### src/gpio_pair_pkg.sv
// Purpose: shared constants and types of the two-pin port
// Assumes: byte-addressed register port, one system clock
// Notes: the oscillator mode codes are local encodings of the clock generator
package gpio_pair_pkg;

    // ****************************************************
    // register map
    // ****************************************************
    localparam int PIN_COUNT = 2;
    localparam logic [15:0] ADDR_LEVEL_DATA = 16'hf218;
    localparam logic [15:0] ADDR_DIRECTION = 16'hf219;
    localparam logic [15:0] ADDR_DRIVE_LOW = 16'hf21a;
    localparam logic [15:0] ADDR_DRIVE_HIGH = 16'hf21b;
    localparam logic [7:0] RESET_BYTE = 8'h00;
    localparam logic [15:0] RESET_WORD = 16'h0000;

    // ****************************************************
    // field encodings
    // ****************************************************
    // direction bit values
    localparam logic DIR_OUTPUT = 1'b0;
    localparam logic DIR_INPUT = 1'b1;
    // drive select {high bit, low bit} in output mode
    typedef enum logic [1:0] {
        DRIVE_HIZ = 2'h0,
        DRIVE_PCH_OD = 2'h1,
        DRIVE_NCH_OD = 2'h2,
        DRIVE_CMOS = 2'h3
    } drive_sel_t;
    // same bits in input mode
    typedef enum logic [1:0] {
        INPUT_HIZ = 2'h0,
        INPUT_PULL_DOWN = 2'h1,
        INPUT_PULL_UP = 2'h2,
        INPUT_HIZ_ALT = 2'h3
    } input_sel_t;
    // fast clock mode select codes from the clock generator
    localparam logic [1:0] OSC_MODE_CRYSTAL = 2'h1;
    localparam logic [1:0] OSC_MODE_EXT_CLOCK = 2'h2;
    // index of the pin that carries the oscillator output or clock input
    localparam int OSC_OUT_PIN = 1;
    // input synchroniser depth
    localparam int SYNC_STAGES = 3;

    // ****************************************************
    // pad carrier
    // ****************************************************
    typedef struct packed {
        logic drive_level; // level put on the pad
        logic drive_en; // high while the pad is driven
        logic pull_up; // pull-up resistor on
        logic pull_down; // pull-down resistor on
    } pad_ctrl_t;

endpackage

### src/gpio_pair_port.sv
// Purpose: two-pin general-purpose port with per-pin direction and drive
// Assumes: pads resolved outside; mode select comes from the system clock domain
// Notes: read data appear one cycle after the read strobe, zero otherwise
//
// Behaviour
// - one direction bit per pin, 0 output
// - output mode: hiz, P open drain, N open drain, CMOS
// - input mode: hiz, pull-down, pull-up, hiz
// - drive bits split low/high byte, word access
// - output drives data bit; data reads back written
// - input mode data read returns sampled pin
// - all registers reset to zero
// - data, direction, drive low, drive high byte addresses
// - crystal mode gives second pin to oscillator output
// - external clock uses second pin; crystal both
//
// Chosen here: the address-and-strobe port.
`timescale 1ns/1ps

module gpio_pair_port #(
    parameter int NUM_PINS = gpio_pair_pkg::PIN_COUNT
) (
    // clock, reset and enable
    input wire logic i_clk_sys,
    input wire logic i_rst_n,
    input wire logic i_clk_en,
    // register port
    input wire logic [15:0] i_bus_addr,
    input wire logic [15:0] i_bus_wdata,
    input wire logic i_bus_wr,
    input wire logic i_bus_rd,
    input wire logic i_bus_word,
    output logic [15:0] o_bus_rdata,
    // clock generator mode
    input wire logic [1:0] i_fast_clock_mode_select,
    // pads
    input wire logic [NUM_PINS-1:0] i_pad_level,
    output gpio_pair_pkg::pad_ctrl_t [NUM_PINS-1:0] o_pad_ctrl,
    // oscillator hand-over
    output logic o_oscillator_out_pad_en,
    output logic o_oscillator_in_pad_en,
    output logic o_external_clock_pad_en
);

    // ****************************************************
    // register storage
    // ****************************************************
    logic [NUM_PINS-1:0] pin_level_data_reg; // written output levels
    logic [NUM_PINS-1:0] pin_direction_reg; // 1 input, 0 output
    logic [NUM_PINS-1:0] pin_drive_select_low_reg; // low drive bit per pin
    logic [NUM_PINS-1:0] pin_drive_select_high_reg; // high drive bit per pin
    logic [NUM_PINS-1:0] pin_sampled_level; // filtered pad levels
    logic [NUM_PINS-1:0] osc_claim; // pin taken by oscillator
    logic [15:0] rdata_next; // read data for the next cycle

    // ****************************************************
    // write decode
    // ****************************************************
    logic wr_data_hit; // data byte written
    logic wr_dir_hit; // direction byte written
    logic wr_low_hit; // low drive byte written
    logic wr_high_hit; // high drive byte written
    logic [7:0] wr_high_byte; // source of the high drive byte

    // byte access at each address, word access at the drive pair
    assign wr_data_hit = i_bus_wr && (i_bus_addr == gpio_pair_pkg::ADDR_LEVEL_DATA);
    assign wr_dir_hit = i_bus_wr && (i_bus_addr == gpio_pair_pkg::ADDR_DIRECTION);
    assign wr_low_hit = i_bus_wr && (i_bus_addr == gpio_pair_pkg::ADDR_DRIVE_LOW);
    // a word write at the low address fills both drive bytes
    assign wr_high_hit = i_bus_wr && ((i_bus_addr == gpio_pair_pkg::ADDR_DRIVE_HIGH)
        || ((i_bus_addr == gpio_pair_pkg::ADDR_DRIVE_LOW) && i_bus_word));
    // upper lane at the low address (word write), lower lane at the high address
    assign wr_high_byte = (i_bus_addr == gpio_pair_pkg::ADDR_DRIVE_LOW) ?
        i_bus_wdata[15:8] : i_bus_wdata[7:0];

    // ****************************************************
    // data register
    // ****************************************************
    // written even in input mode so the level is ready when switching
    always_ff @(posedge i_clk_sys) begin
        if (!i_rst_n) begin
            pin_level_data_reg <= '0;
        end else if (i_clk_en && wr_data_hit) begin
            pin_level_data_reg <= i_bus_wdata[NUM_PINS-1:0];
        end
    end

    // ****************************************************
    // direction register
    // ****************************************************
    // reset leaves every pin an output
    always_ff @(posedge i_clk_sys) begin
        if (!i_rst_n) begin
            pin_direction_reg <= '0;
        end else if (i_clk_en && wr_dir_hit) begin
            pin_direction_reg <= i_bus_wdata[NUM_PINS-1:0];
        end
    end

    // ****************************************************
    // drive select registers
    // ****************************************************
    // low byte: bit 0 of each pin's drive code
    always_ff @(posedge i_clk_sys) begin
        if (!i_rst_n) begin
            pin_drive_select_low_reg <= '0;
        end else if (i_clk_en && wr_low_hit) begin
            pin_drive_select_low_reg <= i_bus_wdata[NUM_PINS-1:0];
        end
    end

    // high byte: bit 1 of each pin's drive code
    always_ff @(posedge i_clk_sys) begin
        if (!i_rst_n) begin
            pin_drive_select_high_reg <= '0;
        end else if (i_clk_en && wr_high_hit) begin
            pin_drive_select_high_reg <= wr_high_byte[NUM_PINS-1:0];
        end
    end

    // ****************************************************
    // oscillator hand-over
    // ****************************************************
    logic mode_crystal; // crystal or ceramic oscillation chosen
    logic mode_ext_clock; // external clock input chosen

    // mode select is same-domain logic, so it is used unsynchronised
    assign mode_crystal = (i_fast_clock_mode_select == gpio_pair_pkg::OSC_MODE_CRYSTAL);
    assign mode_ext_clock = (i_fast_clock_mode_select == gpio_pair_pkg::OSC_MODE_EXT_CLOCK);

    // registered flags telling the clock generator which pads it owns
    always_ff @(posedge i_clk_sys) begin
        if (!i_rst_n) begin
            o_oscillator_out_pad_en <= 1'b0;
            o_oscillator_in_pad_en <= 1'b0;
            o_external_clock_pad_en <= 1'b0;
        end else if (i_clk_en) begin
            o_oscillator_out_pad_en <= mode_crystal;
            o_oscillator_in_pad_en <= mode_crystal;
            o_external_clock_pad_en <= mode_ext_clock;
        end
    end

    // ****************************************************
    // per-pin input sampling and pad control
    // ****************************************************
    genvar g;
    generate
        for (g = 0; g < NUM_PINS; g++) begin : gen_pin
            logic [gpio_pair_pkg::SYNC_STAGES-1:0] sync_reg; // pad synchroniser
            logic level_reg; // accepted pad level
            gpio_pair_pkg::pad_ctrl_t pad_reg; // registered pad drive
            gpio_pair_pkg::pad_ctrl_t pad_next; // pad drive to register
            logic [1:0] sel; // {high, low} drive code

            assign sel = {pin_drive_select_high_reg[g], pin_drive_select_low_reg[g]};

            // the oscillator output pin also serves the clock input
            assign osc_claim[g] = mode_crystal
                || (mode_ext_clock && (g == gpio_pair_pkg::OSC_OUT_PIN));

            // three stages; stage 0 feeds only stage 1
            always_ff @(posedge i_clk_sys) begin
                if (!i_rst_n) begin
                    sync_reg <= '0;
                end else if (i_clk_en) begin
                    sync_reg <= {sync_reg[1:0], i_pad_level[g]};
                end
            end

            // a change counts once the last two stages agree
            always_ff @(posedge i_clk_sys) begin
                if (!i_rst_n) begin
                    level_reg <= 1'b0;
                end else if (i_clk_en && (sync_reg[1] == sync_reg[2])) begin
                    level_reg <= sync_reg[2];
                end
            end
            assign pin_sampled_level[g] = level_reg;

            // decode direction and drive code into pad controls
            always_comb begin
                pad_next = '0;
                if (osc_claim[g]) begin
                    // oscillator owns the pad: port drive and pulls released
                    pad_next = '0;
                end else if (pin_direction_reg[g] == gpio_pair_pkg::DIR_INPUT) begin
                    // input mode never drives, only pulls
                    case (sel)
                        gpio_pair_pkg::INPUT_PULL_DOWN: begin
                            pad_next.pull_down = 1'b1;
                        end
                        gpio_pair_pkg::INPUT_PULL_UP: begin
                            pad_next.pull_up = 1'b1;
                        end
                        default: begin
                            pad_next = '0;
                        end
                    endcase
                end else begin
                    pad_next.drive_level = pin_level_data_reg[g];
                    case (sel)
                        gpio_pair_pkg::DRIVE_PCH_OD: begin
                            // p-channel can only pull the pad high
                            pad_next.drive_en = pin_level_data_reg[g];
                        end
                        gpio_pair_pkg::DRIVE_NCH_OD: begin
                            // n-channel can only pull the pad low
                            pad_next.drive_en = ~pin_level_data_reg[g];
                        end
                        gpio_pair_pkg::DRIVE_CMOS: begin
                            pad_next.drive_en = 1'b1;
                        end
                        default: begin
                            // high-impedance output leaves the pad alone
                            pad_next.drive_en = 1'b0;
                        end
                    endcase
                end
            end

            // registered so the pad sees no decode glitches
            always_ff @(posedge i_clk_sys) begin
                if (!i_rst_n) begin
                    pad_reg <= '0;
                end else if (i_clk_en) begin
                    pad_reg <= pad_next;
                end
            end
            assign o_pad_ctrl[g] = pad_reg;
        end
    endgenerate

    // ****************************************************
    // read path
    // ****************************************************
    // per-pin choice between written value and sampled level
    logic [NUM_PINS-1:0] data_view;
    assign data_view = (pin_direction_reg & pin_sampled_level)
        | (~pin_direction_reg & pin_level_data_reg);

    // read mux; unused bits and unmapped addresses read as zero
    always_comb begin
        logic [7:0] b_data;
        logic [7:0] b_dir;
        logic [7:0] b_low;
        logic [7:0] b_high;
        b_data = '0;
        b_dir = '0;
        b_low = '0;
        b_high = '0;
        b_data[NUM_PINS-1:0] = data_view;
        b_dir[NUM_PINS-1:0] = pin_direction_reg;
        b_low[NUM_PINS-1:0] = pin_drive_select_low_reg;
        b_high[NUM_PINS-1:0] = pin_drive_select_high_reg;
        rdata_next = '0;
        if (i_bus_rd) begin
            case (i_bus_addr)
                gpio_pair_pkg::ADDR_LEVEL_DATA: begin
                    rdata_next = {8'h00, b_data};
                end
                gpio_pair_pkg::ADDR_DIRECTION: begin
                    rdata_next = {8'h00, b_dir};
                end
                gpio_pair_pkg::ADDR_DRIVE_LOW: begin
                    // a word read returns the whole pair
                    rdata_next = i_bus_word ? {b_high, b_low} : {8'h00, b_low};
                end
                gpio_pair_pkg::ADDR_DRIVE_HIGH: begin
                    rdata_next = {8'h00, b_high};
                end
                default: begin
                    rdata_next = '0;
                end
            endcase
        end
    end

    // read data stand for one cycle only, then fall back to zero
    always_ff @(posedge i_clk_sys) begin
        if (!i_rst_n) begin
            o_bus_rdata <= gpio_pair_pkg::RESET_WORD;
        end else if (i_clk_en) begin
            o_bus_rdata <= rdata_next;
        end
    end

endmodule

### config.mk
export PLATFORM = sky130hd
export DESIGN_NAME = gpio_pair_port
export DESIGN_NICKNAME = d
export VERILOG_FILES = /design/src/gpio_pair_pkg.sv /design/src/gpio_pair_port.sv
export SDC_FILE = /design/constraint.sdc
export NUM_CORES = 1
export LEC_CHECK = 0
export BUFFER_PORTS_ARGS = -buffer_cell sky130_fd_sc_hd__buf_2
export CORE_UTILIZATION = 47
export CTS_BUF_LIST = sky130_fd_sc_hd__clkbuf_16
export CTS_CLUSTER_SIZE = 25
export DETAILED_ROUTE_END_ITERATION = 10
export PLACE_DENSITY = 0.82
export SLEW_MARGIN = 10
export SYNTH_ARGS = -nofsm -noshare
export SYNTH_HDL_FRONTEND = slang
export SYNTH_SLANG_ARGS = --single-unit
### constraint.sdc
create_clock -name i_clk_sys -period 1.4 [get_ports i_clk_sys]
set_clock_uncertainty 0.05 [all_clocks]
set_input_delay 0.14 -clock i_clk_sys [delete_from_list [all_inputs] [get_ports i_clk_sys]]
set_output_delay 0.14 -clock i_clk_sys [all_outputs]
set_load 0.005 [all_outputs]
==> summary.md <==
| Metric | Value |
|---|---|
| Status | finished, final reports clean |
| DRC Markers | 0 |
| RSZ-0062 raised after global routing | false |
| DR iter-0 viols | 57 |
| Mapped Avg Cell Area | 9.08 um2 |
| P_sw | 427 uW |
| Synth Instances | 179 |
| First-pass GRT wire length | 5570 um |
| Post-synth cell types | 36 |
| Design Power | 2000 uW |
| Vias in the first global route | 1230 |
| Max FFs per register | 8 |
| Clock power share | 48.0% |
| Hold WC Path Type | input port to register |
| Net Sw Frac | 21.3% |
| Fmax | 775 MHz |
| Num ports | 69 |
| Worst setup path endpoint | o_bus_rdata[1]$_SDFFE_PN0P_ |
| Crit Path Class | register to register |
| Reg clk slew, reported paths | 50 ps |
| NumNets Final | 267 |
| Number of diodes | 0 |
| Num CTS Buffers | 5 |
| Ys Warns | 0 |
| H-tree levels | 2 |
| DR pass1 iterations | 5 |
| Final weighted congestion in routability-driven placement | 0.782 |
| Crit path max fanout | 5 |
| IO buf count | 44 |
| Flops & latches, synth | 30 |
| Via count | 1451 |
| FF-to-FF Start | pin_direction_reg[1]$_SDFFE_PN0P_ |
| Final Slew Violations | 0 |
| Internal | 1570 uW |
| Number of max-cap violations | 0 |
| Lkg Pwr | 0.000878 uW |
| Worst r2r dst | o_bus_rdata[1]$_SDFFE_PN0P_ |
| Post-cts resize count | 0 |
| Global route overflow | 0 |
| Die X | 60.8 um |
| WP data required | 1540 ps |
| Synth-to-Final Area Change | 20.7% |
| Sequential share of the synthesized area | 37.0% |
| Initial Utilization | 51.1% |
| Core Region | 3180 um2 |
| Post-DP HPWL | 2520 um |
| Reg-to-reg slack, setup | 110 ps |
| Clk root buf | clkbuf_16 |
| CTS tree | built |
| Post-cts hold buffer count | 0 |
| Clk Latency, worst-skew pair | 270 ps |
| Reg2Reg Depth | 4 |
| Die ar. | 3700 um2 |
| Final Critical Period | 1290 ps |
| Data arrival, critical path | 1430 ps |
| Synthesized cell area | 1630 um2 |
| WL/cell | 13.5 um |
| Power per cell area | 1020 nW/um2 |
| Final wirelength | 3600 um |
| Type of origin of the critical path | register |
| Setup bufs post-CTS | 0 |
| Setup TNS | 0 ps |
| Fin. Hold Viols | 0 |
| Initial antenna violation count | 0 |
| Clock tree sinks | 30 |
| Worst setup path start | pin_direction_reg[1]$_SDFFE_PN0P_ |
| Final setup vio count | 0 |
| DRT antenna net count | 0 |
| Clock buffer depth | 2 |
| Placed Cells | 260 |
| Fin crit share | 92.2% |
| Final Non-Filler Cells | 267 |
| DIE HEIGHT | 60.8 um |
| Reg power frac | 43.5% |
| Mean number of vias per cell | 5.43 |
| Share of cells above drive strength 1 | 27.8% |
| Comb pwr share | 8.5% |
| Peak VDD IR | 0.000605 V |
| CP Capture Type | register |
| Largest net degree at the start of global routing | 33 |
| GRT Resource Usage Total | 21.2% |
| Rows | 20 |
==> layout by cell type (no fill, tap or decap), types with 3 or more instances in the layout <==
cell type  Yosys  final
o21ai_0        9      9
a21oi_1        6      6
dfxtp_1       30     30
and4_1         3      3
inv_1          4      6
conb_1         1     12
buf_4         15      4
clkbuf_16      0      5
nor2_1         3      3
a21boi_0       6      6
buf_2          3     44
and4bb_2       5      5
nor3b_1        5      5
nand4_1        3      3
nor2b_1       17     17
nand3_1       10     10
a21boi_1       7      7
mux2i_1       12     12
nand2_1       13     13
==> layout make-up <==
type	count	area [um2]
tap	44	55.1
sequential	30	601
inverter	4	15.0
fill	296	1220
timing repair buffer	48	250
clock inverter	2	7.51
multi-input combinational	134	908
clock buffer	5	125
==> synthesized netlist by cell type (all sizes together) <==
cell type | count | area (um2)
mux2i | 12 | 120
dfxtp | 30 | 601
nor3b | 5 | 37.5
nor4b | 1 | 15.0
a2bb2oi | 1 | 8.76
o21ai | 9 | 45.0
and4b | 1 | 10.0
nor2 | 3 | 11.3
o2111a | 1 | 11.3
buf | 18 | 128
and4 | 4 | 37.5
mux2 | 1 | 11.3
nand4 | 3 | 18.8
a21oi | 6 | 30.0
a21o | 1 | 7.51
inv | 4 | 15.0
conb | 1 | 3.75
and2 | 1 | 6.26
nand2 | 13 | 48.8
nand3b | 1 | 7.51
a21boi | 13 | 97.6
o211a | 2 | 20.0
nand3 | 11 | 60.1
clkbuf | 4 | 15.0
o22ai | 2 | 12.5
and4bb | 5 | 62.6
ha | 2 | 25.0
or3b | 2 | 17.5
o31ai | 2 | 15.0
nand2b | 2 | 12.5
nor2b | 17 | 106
o21a | 1 | 7.51
==> critical path: stages, from the launching register on <==
cell      delay [ps]
dfxtp_1          350
or3b_1           400
a21oi_1          140
o21ai_0          100
a21boi_0         170
==> cell families after synthesis <==
kind of cell	synth area share, %
AND/OR/NAND/NOR	27.8
AO/OA/AOI/OAI	15.7
flip-flops	37.0
buffers and inverters	9.70
multiplexers	8.08
adder cells (fa/ha/maj)	1.54
other	0.231
==> power by group through the flow <==
| stage | registers [uW] | clock network, uW | logic [uW] |
|---|---|---|---|
| after detailed placement | 886 | 0 | 167 |
| after global routing | 870 | 1030 | 187 |
| after floorplan | 885 | 0 | 123 |
| after CTS | 870 | 975 | 168 |
| after global placement | 886 | 0 | 163 |
| final | 870 | 961 | 170 |
==> how the worst min path moves through the flow <==
stage / slack (ps) / startpoint / to / cells after the start
global placement: 350 / i_pad_level[1] / gen_pin[1].sync_reg[0]$_SDFFE_PN0P_ / 3
CTS: 90 / i_pad_level[0] / gen_pin[0].sync_reg[0]$_SDFFE_PN0P_ / 3
detailed placement: 380 / i_pad_level[1] / gen_pin[1].sync_reg[0]$_SDFFE_PN0P_ / 3
finish: 80 / i_pad_level[0] / gen_pin[0].sync_reg[0]$_SDFFE_PN0P_ / 3
global route: 100 / i_bus_wdata[0] / pin_drive_select_low_reg[0]$_SDFFE_PN0P_ / 3
floorplan: 230 / i_bus_wdata[0] / pin_drive_select_low_reg[0]$_SDFFE_PN0P_ / 2
==> per-stage QoR <==
| step | area, um2 | util (%) | setup slack [ps] | hold slack (ps) |
|---|---|---|---|---|
| finish | 1960 | 61.7 | 109 | 84.3 |
| global route | 1960 | 61.7 | 43.9 | 95.4 |
| CTS | 1960 | 61.7 | 104 | 92.3 |
| detailed placement | 1830 | 57.6 | 89.6 | 375 |
| global placement | 1830 | 57.6 | 95.3 | 351 |
| floorplan | 1670 | - | 256 | 229 |
==> routing by layer <==
metal | up-vias | routed length, um | GRT usage [%]
met5 | - | 0 | 0
met4 | 0 | 87 | 9.09
met3 | 17 | 220 | 9.38
met2 | 69 | 1740 | 34.7
met1 | 664 | 1560 | 23.9
li1 | 701 | - | -
No activity file was read; power rests on OpenSTA's default activity.
